## config.mk

```make
export PLATFORM = sky130hd
export DESIGN_NAME = smmd_decoder
export DESIGN_NICKNAME = d
export VERILOG_FILES = /design/src/core/smmd_pkg.sv /design/src/core/smmd_rom_latch.sv /design/src/core/smmd_lane.sv /design/src/core/smmd_decoder.sv
export SDC_FILE = /design/constraint.sdc
export NUM_CORES = 1
export LEC_CHECK = 0
export BUFFER_PORTS_ARGS = -buffer_cell sky130_fd_sc_hd__buf_4
export CAP_MARGIN = 20
export CORE_MARGIN = 5
export CORE_UTILIZATION = 45
export CTS_BUF_LIST = sky130_fd_sc_hd__clkbuf_8
export DETAILED_ROUTE_END_ITERATION = 10
export GPL_TIMING_DRIVEN = 0
export HOLD_SLACK_MARGIN = 0.08
export PLACE_DENSITY_LB_ADDON = 0.3
export SETUP_SLACK_MARGIN = 0.5
export SYNTH_ARGS = -nofsm -noshare
export SYNTH_HDL_FRONTEND = slang
export SYNTH_HIERARCHICAL = 1
export SYNTH_SLANG_ARGS = --single-unit
```

## constraint.sdc

```tcl
create_clock -name i_mclk -period 1.25 [get_ports i_mclk]
set_clock_uncertainty 0.05 [all_clocks]
set_input_delay 0.25 -clock i_mclk [delete_from_list [all_inputs] [get_ports i_mclk]]
set_output_delay 0.25 -clock i_mclk [all_outputs]
set_load 0.02 [all_outputs]
```

## src/core/smmd_pkg.sv

```systemverilog
// Functional notes
// - 256 KB: four 64 KB segments, 16 KB pages
// - Code and data share one decoded map
// - Word: low byte even, high byte odd
// - Double word is two ascending words
// - Bit 0 even LSB, bit 15 odd MSB
// - Low 8 KB: ROM, else external when disabled
// - 02000h-0F9FFh and segments 1-3 external
// - 0FA00h-0FDFFh internal RAM, register bank anywhere
// - 0FE00h-0FFFFh register area, no fetches
// - 00000h-000BFh vector table reserved
// - Stack words 0FA00h to 0FBFEh
// - 0FDE0h-0FDFFh event transfer pointers
// - Bit access: 0FF00h-0FFDFh, 0FD00h-0FDFFh, bank
// - Internal storage only in segment 0
// - ROM enabled only when both config pins 0
package smmd_pkg;
    localparam int ADDR_W = 18;
    localparam int BANK_BYTES = 32;
    localparam logic [1:0] SEG_INTERNAL = 2'h0;
    localparam logic [15:0] ROM_LO = 16'h0000;
    localparam logic [15:0] ROM_HI = 16'h1FFF;
    localparam logic [15:0] RAM_LO = 16'hFA00;
    localparam logic [15:0] RAM_HI = 16'hFDFF;
    localparam logic [15:0] SFR_LO = 16'hFE00;
    localparam logic [15:0] SFR_HI = 16'hFFFF;
    localparam logic [15:0] VEC_HI = 16'h00BF;
    localparam logic [15:0] STACK_LO = 16'hFA00;
    localparam logic [15:0] STACK_HI = 16'hFBFE;
    localparam logic [15:0] PTR_LO = 16'hFDE0;
    localparam logic [15:0] PTR_HI = 16'hFDFF;
    localparam logic [15:0] BITR_LO = 16'hFD00;
    localparam logic [15:0] BITR_HI = 16'hFDFF;
    localparam logic [15:0] BITS_LO = 16'hFF00;
    localparam logic [15:0] BITS_HI = 16'hFFDF;
    localparam logic [15:0] BANK_INIT = 16'hFC00;
    localparam logic ROM_EN_RESET = 1'b0;
    typedef enum logic [3:0]
    {
        SMMD_ROM = 4'h1,
        SMMD_EXT = 4'h2,
        SMMD_RAM = 4'h4,
        SMMD_SFR = 4'h8
    } smmd_region_t;
endpackage

```

## src/core/smmd_rom_latch.sv

```systemverilog
`timescale 1ns/1ps
// Catches the ROM enable state from the config pins while reset is held
module smmd_rom_latch
(
    input  wire logic i_mclk,
    input  wire logic i_reset_n,
    input  wire logic i_bus_config_pin_high,
    input  wire logic i_bus_config_pin_low,
    output logic      o_rom_enable
);
    logic sync_a;
    logic sync_b;
    logic capture;

    // Two-stage sampling, free running so the strap is seen during reset
    // Limitation: reset must be held for at least two clocks
    always_ff @(posedge i_mclk)
    begin
        sync_a <= i_bus_config_pin_high | i_bus_config_pin_low;
        sync_b <= sync_a;
    end

    // One-shot capture on the first edge after release; strap then frozen
    always_ff @(posedge i_mclk or negedge i_reset_n)
    begin
        if (!i_reset_n)
            capture <= 1'h1;
        else
            capture <= 1'h0;
    end

    // Enabled only with both pins low
    always_ff @(posedge i_mclk or negedge i_reset_n)
    begin
        if (!i_reset_n)
            o_rom_enable <= smmd_pkg::ROM_EN_RESET;
        else if (capture)
            o_rom_enable <= ~sync_b;
    end
endmodule

```

## src/core/smmd_lane.sv

```systemverilog
`timescale 1ns/1ps
// Little-endian byte lanes and bit order of a word access
module smmd_lane
(
    input  wire logic        i_addr0,
    input  wire logic        i_word,
    output logic             o_lane_lo,
    output logic             o_lane_hi,
    output logic             o_misaligned
);
    // Low byte on even address, high byte on next odd one
    // Bit 0 is even LSB, bit 15 odd MSB on the 16-bit path
    assign o_lane_lo    = i_word ? 1'b1 : ~i_addr0;
    assign o_lane_hi    = i_word ? 1'b1 : i_addr0;
    assign o_misaligned = i_word & i_addr0;
endmodule

```

## src/core/smmd_decoder.sv

```systemverilog
`timescale 1ns/1ps
// Segmented memory map decoder for core and event controller masters
module smmd_decoder
(
    input  wire logic        i_mclk,
    input  wire logic        i_reset_n,
    input  wire logic        i_bus_config_pin_high,
    input  wire logic        i_bus_config_pin_low,
    input  wire logic        i_req,
    input  wire logic [17:0] i_addr,
    input  wire logic        i_word,
    input  wire logic        i_fetch,
    input  wire logic        i_bit_access,
    input  wire logic        i_event_xfer,
    input  wire logic [15:0] i_context_pointer,
    output logic             o_valid,
    output logic [17:0]      o_addr,
    output logic             o_sel_rom,
    output logic             o_sel_ext,
    output logic             o_sel_ram,
    output logic             o_sel_sfr,
    output logic             o_lane_lo,
    output logic             o_lane_hi,
    output logic             o_vector_area,
    output logic             o_stack_area,
    output logic             o_pointer_area,
    output logic             o_bank_area,
    output logic             o_fault,
    output logic             o_rom_enable
);
    logic                     rom_enable;
    logic                     lane_lo;
    logic                     lane_hi;
    logic                     misaligned;
    logic [15:0]              offs;
    logic                     seg0;
    smmd_pkg::smmd_region_t   next_region;
    logic                     bank_hit;
    logic                     bit_ok;
    logic                     next_fault;
    logic                     vec_hit;
    logic                     stack_hit;
    logic                     ptr_hit;

    smmd_rom_latch u_rom_latch
    (
        .i_mclk                (i_mclk),
        .i_reset_n             (i_reset_n),
        .i_bus_config_pin_high (i_bus_config_pin_high),
        .i_bus_config_pin_low  (i_bus_config_pin_low),
        .o_rom_enable          (rom_enable)
    );

    smmd_lane u_lane
    (
        .i_addr0      (i_addr[0]),
        .i_word       (i_word),
        .o_lane_lo    (lane_lo),
        .o_lane_hi    (lane_hi),
        .o_misaligned (misaligned)
    );

    // Inclusive window compare, shared by all area tests except vector and bank
    function automatic logic in_range
    (
        input logic [15:0] a,
        input logic [15:0] lo,
        input logic [15:0] hi
    );
        in_range = (a >= lo) && (a <= hi);
    endfunction

    // Segment in bits 17:16, page in 15:14 of one linear space
    assign offs = i_addr[15:0];
    assign seg0 = (i_addr[17:16] == smmd_pkg::SEG_INTERNAL);

    // Active bank spans 32 bytes from the context pointer
    assign bank_hit = (offs >= i_context_pointer)
                   && ({1'b0, offs} < ({1'b0, i_context_pointer} + 17'(smmd_pkg::BANK_BYTES)));

    // Region pick, one select only; fetch and data use same map
    always_comb
    begin
        next_region = smmd_pkg::SMMD_EXT;
        if (seg0)
        begin
            if (in_range(offs, smmd_pkg::ROM_LO, smmd_pkg::ROM_HI))
                next_region = rom_enable ? smmd_pkg::SMMD_ROM : smmd_pkg::SMMD_EXT;
            else if (in_range(offs, smmd_pkg::RAM_LO, smmd_pkg::RAM_HI))
                next_region = smmd_pkg::SMMD_RAM;
            else if (in_range(offs, smmd_pkg::SFR_LO, smmd_pkg::SFR_HI))
                next_region = smmd_pkg::SMMD_SFR;
        end
    end

    // Bit access only in three windows
    assign bit_ok = seg0 && (in_range(offs, smmd_pkg::BITS_LO, smmd_pkg::BITS_HI)
                          || in_range(offs, smmd_pkg::BITR_LO, smmd_pkg::BITR_HI)
                          || bank_hit);

    // Fetch from register area, bad bit access, odd word are flagged
    // Software must keep words in one area; odd word caught as a hint
    always_comb
    begin
        next_fault = 1'b0;
        if (i_fetch && next_region == smmd_pkg::SMMD_SFR)
            next_fault = 1'b1;
        if (i_bit_access && !bit_ok)
            next_fault = 1'b1;
        if (misaligned)
            next_fault = 1'b1;
    end

    // Reserved sub-area hits; markers only
    // They never change which region is selected
    assign vec_hit   = seg0 && (offs <= smmd_pkg::VEC_HI);
    assign stack_hit = seg0 && !i_addr[0]
                    && in_range(offs, smmd_pkg::STACK_LO, smmd_pkg::STACK_HI);
    assign ptr_hit   = seg0 && in_range(offs, smmd_pkg::PTR_LO, smmd_pkg::PTR_HI);

    // Answer strobe one cycle after each taken request
    // Not held: a master that stalls must repeat its request
    always_ff @(posedge i_mclk or negedge i_reset_n)
    begin
        if (!i_reset_n)
        begin
            o_valid <= 1'h0;
        end
        else
        begin
            o_valid <= i_req;
        end
    end

    // Linear 18-bit byte address, segment in the top two bits
    // Copied every edge, so only meaningful beside o_valid
    always_ff @(posedge i_mclk or negedge i_reset_n)
    begin
        if (!i_reset_n)
        begin
            o_addr <= 18'h00000;
        end
        else
        begin
            o_addr <= i_addr;
        end
    end

    // ROM select, only with the strap latched as enabled
    // Fetch and data share this map, no separate code path
    always_ff @(posedge i_mclk or negedge i_reset_n)
    begin
        if (!i_reset_n)
        begin
            o_sel_rom <= 1'h0;
        end
        else
        begin
            o_sel_rom <= i_req && (next_region == smmd_pkg::SMMD_ROM);
        end
    end

    // External select: rest of segment 0 and segments 1 to 3
    // Also takes the low 8 KB when the strap disabled the ROM
    always_ff @(posedge i_mclk or negedge i_reset_n)
    begin
        if (!i_reset_n)
        begin
            o_sel_ext <= 1'h0;
        end
        else
        begin
            o_sel_ext <= i_req && (next_region == smmd_pkg::SMMD_EXT);
        end
    end

    // Internal RAM select; only segment 0 maps internal storage
    // Register bank, stack and pointers all live inside this window
    always_ff @(posedge i_mclk or negedge i_reset_n)
    begin
        if (!i_reset_n)
        begin
            o_sel_ram <= 1'h0;
        end
        else
        begin
            o_sel_ram <= i_req && (next_region == smmd_pkg::SMMD_RAM);
        end
    end

    // Register area select; fetches from it are flagged
    // The select still goes out so a bad fetch can be traced
    always_ff @(posedge i_mclk or negedge i_reset_n)
    begin
        if (!i_reset_n)
        begin
            o_sel_sfr <= 1'h0;
        end
        else
        begin
            o_sel_sfr <= i_req && (next_region == smmd_pkg::SMMD_SFR);
        end
    end

    // Low lane: even byte, or the lower half of a word
    // Word low byte sits at the even address
    always_ff @(posedge i_mclk or negedge i_reset_n)
    begin
        if (!i_reset_n)
        begin
            o_lane_lo <= 1'h0;
        end
        else
        begin
            o_lane_lo <= i_req && lane_lo;
        end
    end

    // High lane: odd byte, or the upper half of a word
    // Bits 15 to 8 of a word travel on this lane
    always_ff @(posedge i_mclk or negedge i_reset_n)
    begin
        if (!i_reset_n)
        begin
            o_lane_hi <= 1'h0;
        end
        else
        begin
            o_lane_hi <= i_req && lane_hi;
        end
    end

    // Fault flag, raised again by every offending request
    // Advisory only: it never blocks the select beside it
    always_ff @(posedge i_mclk or negedge i_reset_n)
    begin
        if (!i_reset_n)
        begin
            o_fault <= 1'h0;
        end
        else
        begin
            o_fault <= i_req && next_fault;
        end
    end

    // Trap and interrupt vector table marker
    // Set whether the low area is ROM or external
    always_ff @(posedge i_mclk or negedge i_reset_n)
    begin
        if (!i_reset_n)
        begin
            o_vector_area <= 1'h0;
        end
        else
        begin
            o_vector_area <= i_req && vec_hit;
        end
    end

    // Stack window marker, even word addresses only
    // An odd byte inside the window is not a stack word
    always_ff @(posedge i_mclk or negedge i_reset_n)
    begin
        if (!i_reset_n)
        begin
            o_stack_area <= 1'h0;
        end
        else
        begin
            o_stack_area <= i_req && stack_hit;
        end
    end

    // Event transfer pointer marker, top 32 bytes of RAM
    // Marked for every master, as the core sets up pointers too
    always_ff @(posedge i_mclk or negedge i_reset_n)
    begin
        if (!i_reset_n)
        begin
            o_pointer_area <= 1'h0;
        end
        else
        begin
            o_pointer_area <= i_req && ptr_hit;
        end
    end

    // Active register bank marker inside RAM
    // Double words arrive as two word requests, each marked
    always_ff @(posedge i_mclk or negedge i_reset_n)
    begin
        if (!i_reset_n)
        begin
            o_bank_area <= 1'h0;
        end
        else
        begin
            o_bank_area <= i_req && bank_hit && (next_region == smmd_pkg::SMMD_RAM);
        end
    end

    // Latched strap, frozen until the next reset
    assign o_rom_enable = rom_enable;
endmodule

```

==> metrics.md <==
| Metric | Value |
|---|---|
| Half-perimeter wire length after detailed placement | roughly 3.9 mm |
| Cells after synthesis | 186 |
| DR vias/cell | between 5 and 6 |
| Commonest cells post-synth | 31 x sky130_fd_sc_hd__dfrtp_1, 28 x sky130_fd_sc_hd__ha_1, 21 x sky130_fd_sc_hd__inv_1 |
| Worst hold slack across all endpoints | -0.161 ns |
| Synth-to-Final Area Change | 64.4% |
| Top FF cell, synth | sky130_fd_sc_hd__dfrtp_1 |
| Busiest layer in global routing | met2 |
| H-tree level count | 2 |
| Power share of the sequential group | between 40 and 50% |
| Final weighted congestion of routability-driven global placement | ~0.84 |
| Grt met3 use | between 3 and 4% |
| Power Internal | roughly 0.0022 W |
| Setup violation total in the final timing report | 2 |
| Net count after synthesis | about 260 |
| Lkg Pwr | about 1.5 nW |
| Fraction of power consumed by the clock network | between 30% and 40% |
| Final Critical Period | between 2 and 2.5 ns |
| Failing checks | negative hold slack, negative setup slack |
| Crit path max fanout | 3 |
| Arrival time of data at the critical path endpoint | 2.42 ns |
| Async S/R FF share, synth | 94.1% |
| Top reg by flops | o_addr |
| Port Buffers | 72 |
| Net switching fraction of the power | roughly a quarter |
| Via Count | between 1,500 and 2,000 |
| Floorplan die area | ~5600 um^2 |
| Kind of critical path | primary input to register |
| Clock transition at the register clock pins on the worst setup and hold paths after CTS | ~0.070 ns |
| Worst reg-to-reg path cell count | 4 |
| Area of the placeable core | roughly 4100 um^2 |
| Global-route met2 utilization | 33.6% |
| Placed cell areas | between 2000 and 3000 um^2 |
| Number of flip-flops in the largest register | 18 |
| Synthesis-stage register bit count | 34 |
| DR WL/cell | approximately 17 um |
| Top cells by area in the synthesized netlist | sky130_fd_sc_hd__dfrtp_1 41%, sky130_fd_sc_hd__ha_1 18%, sky130_fd_sc_hd__inv_1 4.1% |
| Largest net degree at the start of global routing | 33 |
| Combinational group share of total power | 25.1% |
| Worst min-delay path class | primary input to asynchronous set/reset pin |
| Number of clock buffers inserted by TritonCTS | 5 |
| Global routing met1 resource utilization | 22.0% |
| Unique masters post-synth | 42 |
| Period Utilization, post-route | 180% |
| TritonCTS clock tree | done |
| Cell type with the highest aggregate area in the netlist | sky130_fd_sc_hd__dfrtp_1 |
| Final number of max-transition violations | 0 |
| Share of the yosys chip area belonging to registers | approximately 44% |
| Clk_lat worst skew | between 0.2 and 0.3 ns |
| Clock tree sinks | 34 |
| Net switching power | around 0.00076 W |
| Setup crit start kind | primary input |
| Die height | between 70 and 80 um |
| Proportion of layout cells with a drive suffix above 1 | a little over two fifths |
| PwrDens | ~930 nW/um^2 |
| Post-route antenna net violation count | 0 |
| Critical Path Sink Type | register |
| Total of max-cap violations | 0 |
| Number of synthesized flops with an enable pin | 0 |
| Maximum vdd ir drop | a little over 0.5 mV |
| Post-route setup TNS | -1.96 ns |
| RSZ-0062 raised after global routing | true |
| Final WL | roughly 5.6 mm |
| CTS max path bufs | 2 |
| Final design area excluding fillers | approximately 3100 um^2 |
| Outcome | finished, violations left |
| Final-report hold violation count | 31 |
| Total Nets Final | about 350 |
| Starting DRT DRC Count | just under 80 |
| Endpoint required time on the critical path | around 1.4 ns |
| Number of global-route vias before repair | 1,666 |
| Count of warnings emitted by yosys | 6 |
| Initial antenna violation count | 0 |
| Number of DRC violations after detailed routing | 0 |
| Total overflow reported by the global router | 0 |
| Rows | 23 |
| Most instantiated library cell after synthesis | sky130_fd_sc_hd__dfrtp_1 |
| Initial cell density of the core | a little under half |
| Average instance area after synthesis | between 10 and 15 um^2 |
| Worst setup slack after layout | -0.995 ns |
| Clock root buffer | sky130_fd_sc_hd__clkbuf_8 |
| Global-route wire length before repair | just under 8 mm |
| Pre-antenna DRT Iters | 4 |
| Share of the synthesized area in the top cell type | 40.7% |
| Die span in x | between 70 and 80 um |
| Number of I/O pins | 74 |
| Highest clock frequency the design can meet | ~450 MHz |
| Total routing resource utilization after global routing | a little under a fifth |
| Antenna diode instance count | 0 |
| Summed instance area of the synthesized netlist | 1910 um^2 |
per-layer routing:
layer	vias to the layer above	wire, um
li1	843	-
met1	811	2020
met2	75	3030
met3	13	409
met4	0	148
met5	-	0
cell usage in the layout, fill, tap and decap left out, types with 2 or more instances in the layout:
cell type / synthesis / final
sky130_fd_sc_hd__buf_6: 0 / 39
sky130_fd_sc_hd__buf_4: 0 / 33
sky130_fd_sc_hd__dfrtp_1: 31 / 30
sky130_fd_sc_hd__ha_1: 28 / 27
sky130_fd_sc_hd__inv_1: 21 / 22
sky130_fd_sc_hd__a21oi_1: 10 / 9
sky130_fd_sc_hd__nand2_1: 10 / 8
sky130_fd_sc_hd__nand3_1: 10 / 8
sky130_fd_sc_hd__xnor2_1: 9 / 8
sky130_fd_sc_hd__buf_8: 0 / 7
sky130_fd_sc_hd__nand4_1: 6 / 6
sky130_fd_sc_hd__clkbuf_8: 0 / 6
sky130_fd_sc_hd__o21ai_0: 6 / 5
sky130_fd_sc_hd__nor2_2: 0 / 4
sky130_fd_sc_hd__and3_1: 5 / 3
sky130_fd_sc_hd__nand2b_1: 3 / 3
sky130_fd_sc_hd__buf_12: 0 / 3
sky130_fd_sc_hd__nor2_4: 0 / 2
sky130_fd_sc_hd__nand2_4: 0 / 2
sky130_fd_sc_hd__nor3_4: 0 / 2
sky130_fd_sc_hd__and3_4: 0 / 2
sky130_fd_sc_hd__a221o_1: 2 / 2
sky130_fd_sc_hd__nor2b_1: 2 / 2
sky130_fd_sc_hd__a31oi_1: 2 / 2
sky130_fd_sc_hd__and2_1: 3 / 2
sky130_fd_sc_hd__or2_1: 2 / 2
sky130_fd_sc_hd__dfxtp_1: 2 / 2
per-stage QoR:
stage               hold WS [ns]  util (%)  power (W)  worst slack, ns  instances
floorplan                -0.0956         -    0.00148           -0.995        186
global placement           0.144      63.7    0.00177            -1.30        308
detailed placement         0.152      63.7    0.00179            -1.39        308
CTS                       -0.158      73.0    0.00288            -1.03        322
global route              -0.142      77.2    0.00306            -1.06        326
finish                    -0.161      77.2    0.00292           -0.995        326
repair_timing:
action | 4_1_cts | 5_1_grt
endpoints found under the setup margin | 40 | 41
pin swaps | 14 | 19
endpoints found under the hold margin | 44 | 48
resized for setup | 54 | 31
buffers inserted | 6 | 4
cell type report:
type                       instances  area (um^2)
multi-input combinational        131         1180
clock inverter                     2         33.8
sequential                        34          843
tap                               50         62.6
fill                             265          923
timing repair buffer              82          852
clock buffer                       6         82.6
inverter                          21         78.8
critical path: stages:
cell	delay, ns
sky130_fd_sc_hd__buf_8	0.08
sky130_fd_sc_hd__and3_4	0.20
sky130_fd_sc_hd__nor3b_4	0.23
sky130_fd_sc_hd__buf_6	0.14
sky130_fd_sc_hd__nand3_4	0.07
sky130_fd_sc_hd__xnor2_2	0.14
sky130_fd_sc_hd__ha_1	0.32
sky130_fd_sc_hd__a21o_2	0.20
sky130_fd_sc_hd__a221o_1	0.38
sky130_fd_sc_hd__o31ai_4	0.22
sky130_fd_sc_hd__and3_1	0.18
power by group through the flow:
stage	logic, W	registers (W)	clock network (W)
after floorplan	0.000234	0.00124	0
after global placement	0.000582	0.00119	0
after detailed placement	0.000599	0.00119	0
after CTS	0.000676	0.00117	0.00103
after global routing	0.000800	0.00118	0.00108
final	0.000733	0.00117	0.00101
final timing paths:
path | startpoint | to | slack (ns)
setup / recovery | i_context_pointer[5] | o_bank_area | -0.99
max in group asynchronous | i_reset_n | u_rom_latch/capture | 1.00
hold / removal | i_reset_n | o_addr[5] | -0.16
setup reg to reg | u_rom_latch/o_rom_enable | o_sel_ext | 0.18
min in group i_mclk | i_addr[16] | o_addr[16] | 0.03
hold reg to reg | u_rom_latch/sync_a | u_rom_latch/sync_b | 0.28
kinds of logic after synthesis:
group                    synth area share (%)
XOR/XNOR                                 4.13
AND/OR/NAND/NOR                          16.7
buffers and inverters                    4.13
adder cells (fa/ha/maj)                  18.4
flip-flops                               44.2
AO/OA/AOI/OAI                            12.3
other                                   0.197
Note: power is estimated with default switching activity, not from simulation.
